===== src/acs_consts.svh =====
// Purpose: constants of the conversion sequencer
// Assumes: 50 MHz system clock, APB with 32-bit data
// Notes:   offsets are byte addresses
`ifndef ACS_CONSTS_SVH
`define ACS_CONSTS_SVH
`define ACS_OFS_CTRL      12'h000
`define ACS_OFS_CFG       12'h004
`define ACS_OFS_RESULT    12'h008
`define ACS_OFS_STATUS    12'h00C
`define ACS_OFS_MASK      12'h010
`define ACS_OFS_PORT      12'h014
`define ACS_OFS_DIR       12'h018
`define ACS_CTRL_ON       0
`define ACS_CTRL_GO       2
`define ACS_CTRL_CHS_LO   3
`define ACS_CTRL_CKS_LO   6
`define ACS_DIR_RESET     4'hF
`define ACS_DIV_OSC2      6'h01
`define ACS_DIV_OSC8      6'h04
`define ACS_DIV_OSC32     6'h10
`define ACS_CONV_HALVES   5'h13
`define ACS_GAP_HALVES    5'h04
`define ACS_RC_SYNC_W     3
`endif


===== src/acs_pkg.sv =====
// Purpose: types of the conversion sequencer
// Assumes: nothing
// Notes:   constants live in acs_consts.svh
package acs_pkg;
  typedef enum logic [1:0] {
    ACS_IDLE,
    ACS_CONV,
    ACS_GAP
  } acs_state_type;

  typedef struct packed {
    acs_state_type state;
    logic [7:0]    ctrl;
    logic [1:0]    pcfg;
    logic [7:0]    result;
    logic [7:0]    sar;
    logic [0:0]    status;
    logic [0:0]    mask;
    logic [3:0]    dir;
    logic [5:0]    div_cnt;
    logic [4:0]    half_cnt;
    logic [2:0]    rc_sync;
    logic          hold_conn;
    logic          irq;
    logic [31:0]   prdata;
    logic          pready;
    logic [1:0]    sel_ch;
  } acs_state_reg_type;
endpackage : acs_pkg


===== src/acs_sequencer.sv =====
// Purpose: successive-approximation conversion sequencer with apb registers
// Assumes: comparator result sampled per bit; rc clock is a free pin
// Notes:   time counted in half bit periods
//
// How it works
// - one conversion lasts nine and a half bit periods
// - clock select 00/01/10 gives 2/8/32 oscillator periods, 11 rc clock
// - rc bit period comes from the rc clock, not the oscillator
// - two bit periods gap after completion, hold capacitor disconnected
// - hold capacitor never discharged between conversions
// - analog pins must be inputs, else the driven level is converted
// - port reads return zero on analog-configured pins
// - clearing start aborts; result keeps last complete or written value
// - after abort wait two bit periods then acquire selected channel
// - completion loads result, clears start, sets complete flag
// - writing start while powered begins conversion; reads one while running
// - channel select picks one of four channels
// - port configuration picks analog/digital pins
//
// Local design decisions: the placing of the registers and register access over APB.
`include "acs_consts.svh"
`timescale 1ns/10ps
module acs_sequencer (
  input  wire logic        i_sys_clk,
  input  wire logic        i_rst,
  input  wire logic        i_psel,
  input  wire logic        i_penable,
  input  wire logic        i_pwrite,
  input  wire logic [11:0] i_paddr,
  input  wire logic [31:0] i_pwdata,
  output logic      [31:0] o_prdata,
  output logic             o_pready,
  output logic             o_pslverr,
  input  wire logic        i_rc_clk,
  input  wire logic        i_cmp,
  input  wire logic [3:0]  i_pin_level,
  output logic      [1:0]  o_sel_ch,
  output logic             o_hold_conn,
  output logic             o_irq
);
  acs_pkg::acs_state_reg_type s_r;
  acs_pkg::acs_state_reg_type s_nxt;

  // analog mask per port configuration
  function automatic logic [3:0] analog_pins(input logic [1:0] cfg);
    unique case (cfg)
      2'h0:    analog_pins = 4'hF;
      2'h1:    analog_pins = 4'h7;
      2'h2:    analog_pins = 4'h3;
      default: analog_pins = 4'h0;
    endcase
  endfunction : analog_pins

  logic       wr_en;
  logic       rd_en;
  logic [5:0] div_top;
  logic       rc_edge;
  logic       tick;
  logic       go_now;
  logic       on_now;
  logic [3:0] port_rd;
  logic [3:0] pins_s;
  logic [3:0] pins_m;
  logic [3:0] pins_t;
  logic [3:0] pins_r;

  always_comb begin
    wr_en = i_psel && i_penable && i_pwrite;
    rd_en = i_psel && i_penable && !i_pwrite;
    unique case (s_r.ctrl[`ACS_CTRL_CKS_LO +: 2])
      2'h0:    div_top = `ACS_DIV_OSC2;
      2'h1:    div_top = `ACS_DIV_OSC8;
      default: div_top = `ACS_DIV_OSC32;
    endcase
    rc_edge = s_r.rc_sync[1] ^ s_r.rc_sync[2];
    if (s_r.ctrl[`ACS_CTRL_CKS_LO +: 2] == 2'h3) begin
      tick = rc_edge;
    end else begin
      tick = (s_r.div_cnt == 6'h00);
    end
    go_now  = s_r.ctrl[`ACS_CTRL_GO];
    on_now  = s_r.ctrl[`ACS_CTRL_ON];
    port_rd = pins_r & ~analog_pins(s_r.pcfg);
  end

  // pin synchroniser: a change counts once second and third agree
  always_ff @(posedge i_sys_clk or posedge i_rst) begin
    if (i_rst) begin
      pins_s <= 4'h0;
      pins_m <= 4'h0;
      pins_t <= 4'h0;
      pins_r <= 4'h0;
    end else begin
      pins_s <= i_pin_level;
      pins_m <= pins_s;
      pins_t <= pins_m;
      pins_r <= (pins_t & ~(pins_m ^ pins_t)) | (pins_r & (pins_m ^ pins_t));
    end
  end

  always_comb begin
    s_nxt        = s_r;
    s_nxt.pready = 1'b0;
    s_nxt.rc_sync = {s_r.rc_sync[1:0], i_rc_clk};
    if (tick || (s_r.div_cnt == 6'h00)) begin
      s_nxt.div_cnt = div_top - 6'h01;
    end else begin
      s_nxt.div_cnt = s_r.div_cnt - 6'h01;
    end
    // apb access, one wait state
    if (i_psel && i_penable && !s_r.pready) begin
      s_nxt.pready = 1'b1;
      s_nxt.prdata = 32'h0000_0000;
      if (rd_en) begin
        unique case (i_paddr)
          `ACS_OFS_CTRL:   s_nxt.prdata = {24'h00_0000, s_r.ctrl & 8'hDD};
          `ACS_OFS_CFG:    s_nxt.prdata = {30'h0000_0000, s_r.pcfg};
          `ACS_OFS_RESULT: s_nxt.prdata = {24'h00_0000, s_r.result};
          `ACS_OFS_STATUS: s_nxt.prdata = {31'h0000_0000, s_r.status};
          `ACS_OFS_MASK:   s_nxt.prdata = {31'h0000_0000, s_r.mask};
          `ACS_OFS_PORT:   s_nxt.prdata = {28'h000_0000, port_rd};
          `ACS_OFS_DIR:    s_nxt.prdata = {28'h000_0000, s_r.dir};
          default:         s_nxt.prdata = 32'h0000_0000;
        endcase
      end
      if (wr_en) begin
        unique case (i_paddr)
          `ACS_OFS_CTRL: begin
            // start only taken when already powered on
            s_nxt.ctrl = i_pwdata[7:0] & 8'hDD;
            if (!on_now) begin
              s_nxt.ctrl[`ACS_CTRL_GO] = 1'b0;
            end
          end
          `ACS_OFS_CFG:    s_nxt.pcfg   = i_pwdata[1:0];
          `ACS_OFS_RESULT: s_nxt.result = i_pwdata[7:0];
          `ACS_OFS_STATUS: s_nxt.status = s_r.status & ~i_pwdata[0:0];
          `ACS_OFS_MASK:   s_nxt.mask   = i_pwdata[0:0];
          `ACS_OFS_DIR:    s_nxt.dir    = i_pwdata[3:0];
          default: begin
          end
        endcase
      end
    end
    s_nxt.sel_ch = s_r.ctrl[`ACS_CTRL_CHS_LO +: 2];
    unique case (s_r.state)
      acs_pkg::ACS_IDLE: begin
        s_nxt.hold_conn = on_now;
        if (go_now && on_now) begin
          s_nxt.state     = acs_pkg::ACS_CONV;
          s_nxt.half_cnt  = `ACS_CONV_HALVES;
          s_nxt.hold_conn = 1'b0;
        end
      end
      acs_pkg::ACS_CONV: begin
        if (!s_nxt.ctrl[`ACS_CTRL_GO] || !s_nxt.ctrl[`ACS_CTRL_ON]) begin
          s_nxt.state    = acs_pkg::ACS_GAP;
          s_nxt.half_cnt = `ACS_GAP_HALVES;
        end else if (tick) begin
          if (s_r.half_cnt[0] == 1'b0 && s_r.half_cnt <= 5'h10) begin
            s_nxt.sar = {s_r.sar[6:0], i_cmp};
          end
          if (s_r.half_cnt == 5'h01) begin
            s_nxt.state    = acs_pkg::ACS_GAP;
            s_nxt.half_cnt = `ACS_GAP_HALVES;
            s_nxt.result   = s_r.sar;
            s_nxt.ctrl[`ACS_CTRL_GO] = 1'b0;
            s_nxt.status   = 1'b1;
          end else begin
            s_nxt.half_cnt = s_r.half_cnt - 5'h01;
          end
        end
      end
      default: begin
        s_nxt.hold_conn = 1'b0;
        if (tick) begin
          if (s_r.half_cnt == 5'h01) begin
            s_nxt.state = acs_pkg::ACS_IDLE;
          end else begin
            s_nxt.half_cnt = s_r.half_cnt - 5'h01;
          end
        end
      end
    endcase
    s_nxt.irq = |(s_nxt.status & s_nxt.mask);
  end

  always_ff @(posedge i_sys_clk or posedge i_rst) begin
    if (i_rst) begin
      s_r <= '0;
      s_r.dir <= `ACS_DIR_RESET;
    end else begin
      s_r <= s_nxt;
    end
  end

  always_comb begin
    o_prdata    = s_r.prdata;
    o_pready    = s_r.pready;
    o_pslverr   = 1'b0;
    o_sel_ch    = s_r.sel_ch;
    o_hold_conn = s_r.hold_conn;
    o_irq       = s_r.irq;
  end
endmodule : acs_sequencer


===== config.mk =====
export PLATFORM = sky130hd
export DESIGN_NAME = acs_sequencer
export DESIGN_NICKNAME = d
export VERILOG_FILES = /design/src/acs_pkg.sv /design/src/acs_sequencer.sv
export VERILOG_INCLUDE_DIRS = /design/src
export SDC_FILE = /design/constraint.sdc
export NUM_CORES = 1
export LEC_CHECK = 0
export BUFFER_PORTS_ARGS = -buffer_cell sky130_fd_sc_hd__buf_2
export CAP_MARGIN = 0
export CORE_MARGIN = 1
export CORE_UTILIZATION = 53
export DETAILED_ROUTE_END_ITERATION = 8
export PLACE_DENSITY = 0.86
export SYNTH_ARGS = -nofsm -noshare
export SYNTH_HDL_FRONTEND = slang
export SYNTH_SLANG_ARGS = --single-unit

===== constraint.sdc =====
create_clock -name i_sys_clk -period 3.29 [get_ports i_sys_clk]
set_clock_uncertainty 0.1 [all_clocks]
set_input_delay 0.1645 -clock i_sys_clk [delete_from_list [all_inputs] [get_ports i_sys_clk]]
set_output_delay 0.1645 -clock i_sys_clk [all_outputs]
set_load 0.02 [all_outputs]

### After elaboration in Yosys (flattened, before gate mapping)

Index checks and enable logic that the tools add are counted.

| word-level totals | value |
|---|---|
| output and inout bits | 38 |
| input port bits | 55 |
| bits in registers | 75 |

| operators by class | value |
|---|---|
| equality and inequality tests | 16 |
| $lt $le $gt $ge | 1 |
| mux-type cells | 44 |
| bitwise operators | 13 |
| $add $sub $neg | 3 |
| reductions and logical operators | 25 |

Operators by type and width:

| cell | number |
|---|---|
| 8-bit one-hot mux with 7 select lines | 1 |
| 17-bit 2-to-1 mux | 3 |
| 12-bit by 5-bit equality test with 1-bit output (second input constant) | 3 |
| 8-bit 2-to-1 mux | 4 |
| 5-bit 2-to-1 mux | 6 |
| 13-bit 2-to-1 mux | 2 |
| 12-bit by 4-bit equality test with 1-bit output (second input constant) | 2 |
| 5-bit one-hot mux with 2 select lines | 2 |
| 6-bit 2-to-1 mux | 3 |
| 2-bit 2-to-1 mux | 7 |
| 4-bit AND | 3 |
| 12-bit by 3-bit equality test with 1-bit output (second input constant) | 1 |
| 12-bit zero test | 1 |
| 4-bit one-hot mux with 3 select lines | 1 |
| 6-bit by 1-bit subtractor with 6-bit output (second input constant) | 2 |
| 1-bit 2-to-1 mux | 11 |
| 3-bit AND reduction | 3 |
| 4-bit inverter | 2 |
| 4-bit AND reduction | 2 |
| 2-bit by 1-bit equality test with 1-bit output (second input constant) | 3 |
| 1-bit logical AND | 6 |
| 2-bit zero test | 3 |
| 6-bit zero test | 1 |
| 3-bit != test (second input constant) | 2 |
| other kinds (19) | 28 |

### Logic depth before layout (Yosys ltp)

Gate-level depths: netlist of run 1.

| depth | value |
|---|---|
| depth after elaboration | 10 |
| gate-level depth with buffers | 9 |
| mapped depth without buffers | 8 |

### Worst setup path after synthesis of run 1

OpenSTA, ideal clock, no wires.

| timing path | value |
|---|---|
| path kind | register to register |
| start | reg s_r, in the netlist o_pready |
| end | reg s_r[57] in the netlist's numbering |
| data required time | 3.065 ns |
| library setup time | 0.125 ns |
| stages on the path, launching flop included | 9 |
| clock period less this slack | 2.460 ns |
| slack | 0.830 ns |
| arrival | 2.235 ns |
| cell sequence | dfrtp_1 > nand4b_4 > or2_1 > buf_2 > nor3_4 > nor2_1 > or4_4 > buf_6 > mux2_4 |

| on the way | value |
|---|---|
| longest elaborated chain between the ends | 7 |

RTL lines:

| what | line | text |
|---|---|---|
| start: declaration | acs_sequencer.sv:41 | `acs_pkg::acs_state_reg_type s_r;` |
| start signal: assignment | acs_sequencer.sv:193 | `s_r <= s_nxt;` |
| 1-bit zero test * | acs_sequencer.sv:111 | `if (i_psel && i_penable && !s_r.pready) begin` |
| 1-bit logical AND * | acs_sequencer.sv:111 |  |
| 13-bit 2-to-1 mux * | acs_sequencer.sv:111 |  |
| 1-bit zero test | acs_sequencer.sv:156 | `` if (!s_nxt.ctrl[`ACS_CTRL_GO] \|\| !s_nxt.ctrl[`ACS_CTRL_ON]) begin `` |
| 1-bit logical OR * | acs_sequencer.sv:156 |  |
| 1-bit inverter (no line) * | n/a |  |
| 4-bit AND reduction (no line) * | n/a |  |

Every way passes the cells marked *; elsewhere a longest branch is shown, timed or not.
A chain may end at the register's enable or synchronous reset.

### Worst setup path after layout of run 1

| timing path | value |
|---|---|
| start | reg s_r, in the netlist o_pready |
| end | reg s_r[59] in the netlist's numbering |

The elaborated chain is that of the path after synthesis.

==> results of run 1 <==
cell usage after synthesis (2+ instances only):
| cell type | number | share of area |
|---|---|---|
| nor4_1 | 4 | 0.0067 |
| buf_4 | 35 | 0.070 |
| nor3_1 | 6 | 0.0080 |
| a21oi_1 | 19 | 0.025 |
| o211ai_1 | 2 | 0.0040 |
| or4_1 | 2 | 0.0040 |
| clkbuf_1 | 7 | 0.0070 |
| nand2b_1 | 3 | 0.0050 |
| and3_1 | 4 | 0.0067 |
| o31ai_1 | 2 | 0.0040 |
| dfstp_2 | 4 | 0.028 |
| dfrtp_1 | 71 | 0.47 |
| a22o_1 | 7 | 0.016 |
| a22oi_1 | 2 | 0.0040 |
| xnor2_1 | 2 | 0.0047 |
| mux2_4 | 8 | 0.032 |
| or2_1 | 2 | 0.0033 |
| ha_1 | 3 | 0.010 |
| o21a_1 | 2 | 0.0040 |
| nor2_1 | 26 | 0.026 |
| a32o_1 | 2 | 0.0053 |
| nor2b_1 | 3 | 0.0050 |
| o221ai_1 | 2 | 0.0047 |
| nor3b_1 | 5 | 0.010 |
| nand2_1 | 19 | 0.019 |
| buf_1 | 2 | 0.0020 |
| maj3_1 | 4 | 0.011 |
| mux2i_1 | 16 | 0.043 |
| a31oi_1 | 4 | 0.0067 |
| o22ai_1 | 4 | 0.0067 |
| xor2_1 | 2 | 0.0047 |
| o21ai_0 | 11 | 0.015 |
| mux2_2 | 12 | 0.036 |
| a2111oi_0 | 2 | 0.0047 |
| nand3_1 | 6 | 0.0080 |
| inv_1 | 11 | 0.011 |
worst max-delay path, stage by stage (launching register included):
cell and delay (ps):
dfrtp_1 390, nand4b_4 220, or2_1 350, nor3_4 220, nor2_1 100, or4_4 640
mux2_4 330
final timing paths:
kind	depth (start not counted)	start	end	slack (ps)
min in group asynchronous	3	i_rst	s_r[64]	260
max in group asynchronous	4	i_rst	s_r[51]	2000
worst min register to register	0	pins_s[2]	pins_m[2]	250
worst max-delay path	6	o_pready	s_r[59]	830
worst min-delay path	2	i_pwdata[2]	s_r[53]	20
worst max register to register	6	o_pready	s_r[59]	830
routing by layer:
layer  part of all wire  GRT usage  wire, µm
met2               0.49      0.338      3480
met4              0.010     0.0955        74
met1               0.45      0.256      3180
met5                  0          0         0
met3              0.055     0.0524       391
registers in the layout (all words and copies together), names as in the netlist, named ones only:
register / count
o_prdata: 8
o_sel_ch: 2
o_pready: 1
pins_m: 4
go_now: 1
o_hold_conn: 1
on_now: 1
s_r: 40
pins_t: 4
o_irq: 1
pins_s: 4
s_nxt: 4
metrics by stage:
step / area, µm² / hold slack, ps / instances
after CTS: 4250 / 9.64 / 492
after floorplan: 3850 / 95.9 / 365
after global placement: 3920 / 98.1 / 464
after detailed placement: 3920 / 112 / 464
final: 4250 / 24.0 / 492
after global routing: 4250 / 12.8 / 492
cell type report:
class | instances | area [µm²]
Timing Repair Buffer | 61 | 380
Clock buffer | 9 | 124
Inverter | 11 | 41.3
Sequential cell | 75 | 1880
Clock inverter | 7 | 83.8
Fill cell | 550 | 2590
Multi-Input combinational cell | 233 | 1610
Tap cell | 96 | 120
cell families (layout without fill, tap and decap cells):
kind of cell	Yosys count	after routing	synth area share
other cells	1	25	0.000997
buf+inv	57	88	0.0942
compound gates	68	68	0.122
simple gates	93	93	0.142
xor+xnor	4	4	0.00932
mux	36	36	0.110
flops	75	75	0.500
fa+ha+maj	7	7	0.0206
power groups by stage:
stage / Clock, mW / Combinational, mW / Sequential, mW
global route: 0.790 / 0.337 / 1.06
floorplan: 0 / 0.246 / 1.05
detailed placement: 0 / 0.292 / 1.07
global placement: 0 / 0.277 / 1.06
finish: 0.732 / 0.303 / 1.05
CTS: 0.755 / 0.305 / 1.05
==> impl_metrics.yaml, run 1 <==
run_status:
  status: "finished, final reports clean"
clocking:
  htreeDepth: 3
  insertion_delay_ps: 360
  root_buffer: "clkbuf_8"
  ctsResizeCount: 0
  cts_buffer_depth: 2
  clk_pin_slew_worst_paths_ps: 80
  cts_tree: "yes"
  numCtsBuffers: 9
  postCtsSetupBuffers: 0
  cts_hold_buf: 12
  cts_sinks: 75
floorplanning:
  die_height_um: 86.2
  design.die.area_mm2: 0.00743
  die_w_um: 86.2
  io_pins: 93
  core_mm2: 0.00683
  initial_core_util: 0.550
  std_cell_rows: 30
finish:
  antenna_cells: 0
  final_cell_mix: "dfrtp_1 (71), buf_2 (43), nor2_1 (26), conb_1 (25)"
  drive_gt1_frac: 0.250
  syn_to_final_growth_pct: 12.9
  fin_util: 0.621
  nets: 449
  layout_commonest_cell: "dfrtp_1"
grt:
  grtUsageTotal: 0.206
  grt.overflow.total: 0
  grt_max_degree: 34
  grt_pass1_wl_um: 11600
  antenna_found_initial: 0
  grt_pass1_vias: 2522
place:
  pre_cts_ws_ps: 829
  gp_congestion: 0.771
  port_buffers: 43
  dp_hpwl_um: 5150
logic_synthesis:
  yosysUniqueCellTypes: 61
  yosysWarnings: 0
  ys_seq_area_frac: 0.500
  synth-main-ff-cell: "dfrtp_1"
  async_reset_ff_frac: 1.00
  ys_ff_latch: 75
  syn_inst: 341
  synth_edf_count: 0
  syn-mean-instance-area_um2: 11.0
  syn_area_mm2: 0.00376
routing:
  viasPerCell: 5.35
  vias: 2634
  drt_iter0_drc: 131
  avgRoutedWirePerCell_um: 14.5
  first_pass_iters: 4
  antenna_left: 0
  wl_um: 7130
  drc: 0
power:
  total_power_mw: 2.09
  leakage_nw: 2.02
  ir_drop_uv: 261
  p_seq_frac: 0.504
  switching_share: 0.294
  clock_power_share: 0.351
  p_int_mw: 1.47
  comb_power_share: 0.145
  p_per_area_mw_per_mm2: 492
  p_switching_mw: 0.613
timing:
  rsz0062_at_grt: "false"
  fin_crit_ps: 2460
  setup_ws_ps: 826
  min_period_over_period: 0.749
  setup_tns_ps: 0
  setup_viol: 0
  hold_viol_final: 0
  slew_headroom: 0.432
  max_freq_mhz: 406
  slew_violations: 0
  tightest_slew_ps: 847
setup_path:
  setup.worst_path.end_class: "flop"
  critPathKind: "reg -> reg"
  critPathRequiredTime_ps: 3430
  worstPathArrival_ps: 2600
  cp_max_fo: 8
  crit_path_start_kind: "flop"
job:
  maxCapViolations: 0
hold_path:
  hold_path.class: "in -> reg"
Note: power is estimated with default switching activity, not from simulation.
==> run 2: changes to the inputs <==
==> constraint.sdc (replaced) <==
create_clock -name i_sys_clk -period 2.45 [get_ports i_sys_clk]
set_clock_uncertainty 0.1 [all_clocks]
set_input_delay 0.1225 -clock i_sys_clk [delete_from_list [all_inputs] [get_ports i_sys_clk]]
set_output_delay 0.1225 -clock i_sys_clk [all_outputs]
set_load 0.02 [all_outputs]
==> impl_metrics.yaml, run 2 (same netlist as run 1, synthesis figures left out) <==
clocking:
  cts_tree: "yes"
  htreeDepth: 3
  cts_buffer_depth: 2
  cts_sinks: 75
  postCtsSetupBuffers: 0
  numCtsBuffers: 9
  root_buffer: "clkbuf_8"
  clk_pin_slew_worst_paths_ps: 80
  insertion_delay_ps: 350
finish:
  nets: 464
  drive_gt1_frac: 0.275
  layout_commonest_cell: "dfrtp_1"
  top_register: "s_r"
  syn_to_final_growth_pct: 15.8
  fin_util: 0.637
  final_cell_mix: "dfrtp_1 (70), buf_2 (43), nor2_1 (26), conb_1 (25)"
  antenna_cells: 0
  largest_reg_flops: 40
timing:
  rsz0062_at_grt: "false"
  min_period_over_period: 0.969
  tightest_slew_ps: 488
  slew_headroom: 0.666
  hold_viol_final: 0
  setup_viol: 0
  max_freq_mhz: 421
  slew_violations: 0
  fin_crit_ps: 2370
  setup_tns_ps: 0
setup_path:
  worstPathArrival_ps: 2510
  critPathRequiredTime_ps: 2590
  crit_path_start_kind: "flop"
  path_cells: "nand4b_4 -> or2_1 -> nor3_4 -> nor2_1 -> or4_4 -> mux2_4"
  cp_max_fo: 8
  critPathMaxStageDelay_ps: 630
  cpMaxStageDelayCell: "or4_4"
  setup.worst_path.end_class: "flop"
  critPathKind: "reg -> reg"
place:
  dp_hpwl_um: 5240
  port_buffers: 43
  gp_congestion: 0.864
power:
  ir_drop_uv: 364
  leakage_nw: 2.09
  p_per_area_mw_per_mm2: 626
routing:
  wl_um: 7320
  antenna_left: 0
  avgRoutedWirePerCell_um: 14.4
  drc: 0
  drt_iter0_drc: 122
  first_pass_iters: 5
  viasPerCell: 5.34
  vias: 2709
grt:
  grt_pass1_wl_um: 11900
  grt.overflow.total: 0
  grtUsageTotal: 0.210
  grt_max_degree: 76
  grt_pass1_vias: 2613
  antenna_found_initial: 0
floorplanning:
  io_pins: 93
  core_mm2: 0.00683
  die_w_um: 86.2
  design.die.area_mm2: 0.00743
  initial_core_util: 0.550
  die_height_um: 86.2
  std_cell_rows: 30
hold_path:
  hold_path.class: "in -> reg"
run_status:
  status: "finished, final reports clean"
job:
  maxCapViolations: 0
[run 2: changes by cell type in the layout (fill, tap and decap cells not counted), sizes merged]
cell / before / now
clkinv: 2 / 3
clkbuf: 9 / 10
buf: 49 / 62
clkinvlp: 1 / 0
dlygate4sd3: 12 / 14
bufinv: 1 / 0
[run 2: what timing repair did]
item,in CTS,in global routing
endpoints found under the hold margin,89,0
hold buffers,14,0
setup endpoints to repair,0,1
gates resized for setup,0,1
[run 2: worst paths after layout]
check / start / end / slack, ps / cells past startpoint
setup / recovery: o_pready / s_r[59] / 80 / 6
hold / removal: i_pwdata[0] / s_r[73] / 20 / 2
setup reg to reg: o_pready / s_r[59] / 80 / 6
hold reg to reg: s_nxt[38] / s_nxt[39] / 250 / 0
max in group asynchronous: i_rst / s_r[54] / 1620 / 4
min in group asynchronous: i_rst / pins_s[1] / 280 / 4
[run 2: stage by stage]
stage               power, mW  instances  setup WS, ps  hold slack [ps]  cell area (µm²)
global route             2.86        507          8.08             28.8             4350
floorplan                1.74        365          9.77             53.9             3850
finish                   2.72        507          75.7             20.6             4350
detailed placement       1.85        477          91.0              132             4030
global placement         1.82        477           122              131             4030
CTS                      2.75        507          74.0             20.3             4350
[run 2: where the power goes]
part	internal [mW]	leakage, nW	total [mW]	switching [mW]
combinational	0.191	1.04	0.432	0.242
clock	0.404	0.0974	0.875	0.471
sequential	1.32	0.949	1.42	0.0968
total	1.91	2.09	2.72	0.810
[run 2: final cells by class]
class                           count  area (µm²)
Multi-Input combinational cell    233        1620
Fill cell                         524        2480
Timing Repair Buffer               76         510
Clock buffer                       10         138
Clock inverter                      6        45.0
Sequential cell                    75        1880
Tap cell                           96         120
Inverter                           11        41.3
[run 2: critical path, delay by kind of cell, from the launching register on]
| family | cells | cell delay (ps) |
|---|---|---|
| AND/OR/NAND/NOR | 5 | 1410 |
| flip-flops | 1 | 410 |
| multiplexers | 1 | 340 |
[run 2: routing by layer]
layer,wire length (µm),track usage,up-vias
met5,0,0,-
met4,135,0.0833,0
met3,423,0.0514,16
met2,3610,0.351,90
met1,3150,0.262,1304
li1,-,-,1299
==> run 3: changes to the inputs <==
--- a/config.mk
+++ b/config.mk
@@ -11,7 +11,8 @@
 export CORE_MARGIN = 1
 export CORE_UTILIZATION = 53
 export DETAILED_ROUTE_END_ITERATION = 8
-export PLACE_DENSITY = 0.86
+export PLACE_DENSITY = 0.81
+export SKIP_CTS_REPAIR_TIMING = 1
 export SYNTH_ARGS = -nofsm -noshare
 export SYNTH_HDL_FRONTEND = slang
 export SYNTH_SLANG_ARGS = --single-unit
==> impl_metrics.yaml, run 3 (same netlist as run 1, synthesis figures left out) <==
timing:
  slew_headroom: 0.644
  setup_viol: 0
  hold_viol_final: 1
  min_period_over_period: 0.962
  setup_tns_ps: 0
  tightest_slew_ps: 533
  slew_violations: 0
  rsz0062_at_grt: "false"
  max_freq_mhz: 424
  whs_ps: -4.26
  fin_crit_ps: 2360
finish:
  syn_to_final_growth_pct: 15.1
  layout_commonest_cell: "dfrtp_1"
  nets: 462
  final_cell_mix: "dfrtp_1 (70), buf_2 (43), nor2_1 (26), conb_1 (25)"
  antenna_cells: 0
  largest_reg_flops: 40
  drive_gt1_frac: 0.274
  top_register: "s_r"
clocking:
  htreeDepth: 3
  insertion_delay_ps: 340
  cts_tree: "yes"
  clk_pin_slew_worst_paths_ps: 80
  root_buffer: "clkbuf_8"
  cts_sinks: 75
  numCtsBuffers: 9
  cts_buffer_depth: 2
floorplanning:
  design.die.area_mm2: 0.00743
  die_height_um: 86.2
  initial_core_util: 0.550
  io_pins: 93
  die_w_um: 86.2
  core_mm2: 0.00683
  std_cell_rows: 30
job:
  maxCapViolations: 0
routing:
  drc: 0
  drt_iter0_drc: 161
  first_pass_iters: 4
  wl_um: 6950
  antenna_left: 0
  met1_length_um: 3150
  routed.top_layer: "met4"
  viasPerCell: 5.35
  dr_wl_met3_um: 308
  wl_met2_um: 3400
  avgRoutedWirePerCell_um: 13.8
  vias: 2703
power:
  leakage_nw: 2.06
  p_int_mw: 1.88
  comb_power_share: 0.159
  total_power_mw: 2.68
  switching_share: 0.299
  p_per_area_mw_per_mm2: 620
  p_seq_frac: 0.527
  ir_drop_uv: 321
  p_switching_mw: 0.803
  clock_power_share: 0.314
place:
  dp_hpwl_um: 4980
  port_buffers: 43
  gp_congestion: 0.868
run_status:
  status: "complete, but fails checks"
  violations: "hold timing"
grt:
  antenna_found_initial: 0
  grt_max_degree: 52
  grtUsageTotal: 0.200
  grt.overflow.total: 0
  grt_pass1_vias: 2540
  grt_pass1_wl_um: 11500
hold_path:
  hold_path.class: "in -> reg"
setup_path:
  critPathKind: "reg -> reg"
  setup.worst_path.end_class: "flop"
  worstPathArrival_ps: 2490
  critPathRequiredTime_ps: 2580
  crit_path_start_kind: "flop"
  cp_max_fo: 8
[run 3: metrics by stage]
step,cells,worst slack [ps],hold WS (ps),util,area (µm²)
after floorplan,365,9.77,53.9,-,3850
after global placement,476,124,91.2,0.589,4020
after detailed placement,476,108,97.6,0.589,4020
after CTS,492,88.3,-276,0.614,4200
after global routing,505,29.9,5.96,0.634,4330
final,505,93.1,-4.26,0.634,4330
[run 3: worst paths after layout]
check	startpoint	end	slack, ps	cells after the start
max	o_pready	s_r[57]	90	6
min	i_pwdata[5]	s_r[70]	-4	3
max reg2reg	o_pready	s_r[57]	90	6
min reg2reg	pins_s[1]	pins_m[1]	250	0
max in group asynchronous	i_rst	s_r[52]	1290	4
min in group asynchronous	i_rst	pins_m[1]	260	3
[run 3: final cells by class]
type / count / area, µm²
Clock buffer: 9 / 124
Clock inverter: 7 / 52.6
Fill cell: 552 / 2500
Inverter: 11 / 41.3
Multi-Input combinational cell: 233 / 1610
Sequential cell: 75 / 1880
Tap cell: 96 / 120
Timing Repair Buffer: 74 / 493
[run 3: routing by layer]
metal,up-vias,track usage
met5,-,0
met2,69,0.338
li1,1286,-
met1,1341,0.241
met4,0,0.0727
met3,7,0.0648
[run 3: power by group through the flow]
stage	clock, mW	sequential [mW]	combinational [mW]
after floorplan	0	1.41	0.330
after global placement	0	1.43	0.392
after detailed placement	0	1.43	0.411
after CTS	0.861	1.41	0.413
after global routing	0.921	1.43	0.478
final	0.843	1.41	0.428
[run 3: worst max-delay path, stage by stage (launching register included)]
cell,delay (ps)
dfrtp_2,410
nand4b_4,170
or2_1,290
nor3_4,210
nor2_1,100
or4_4,630
mux2_4,330
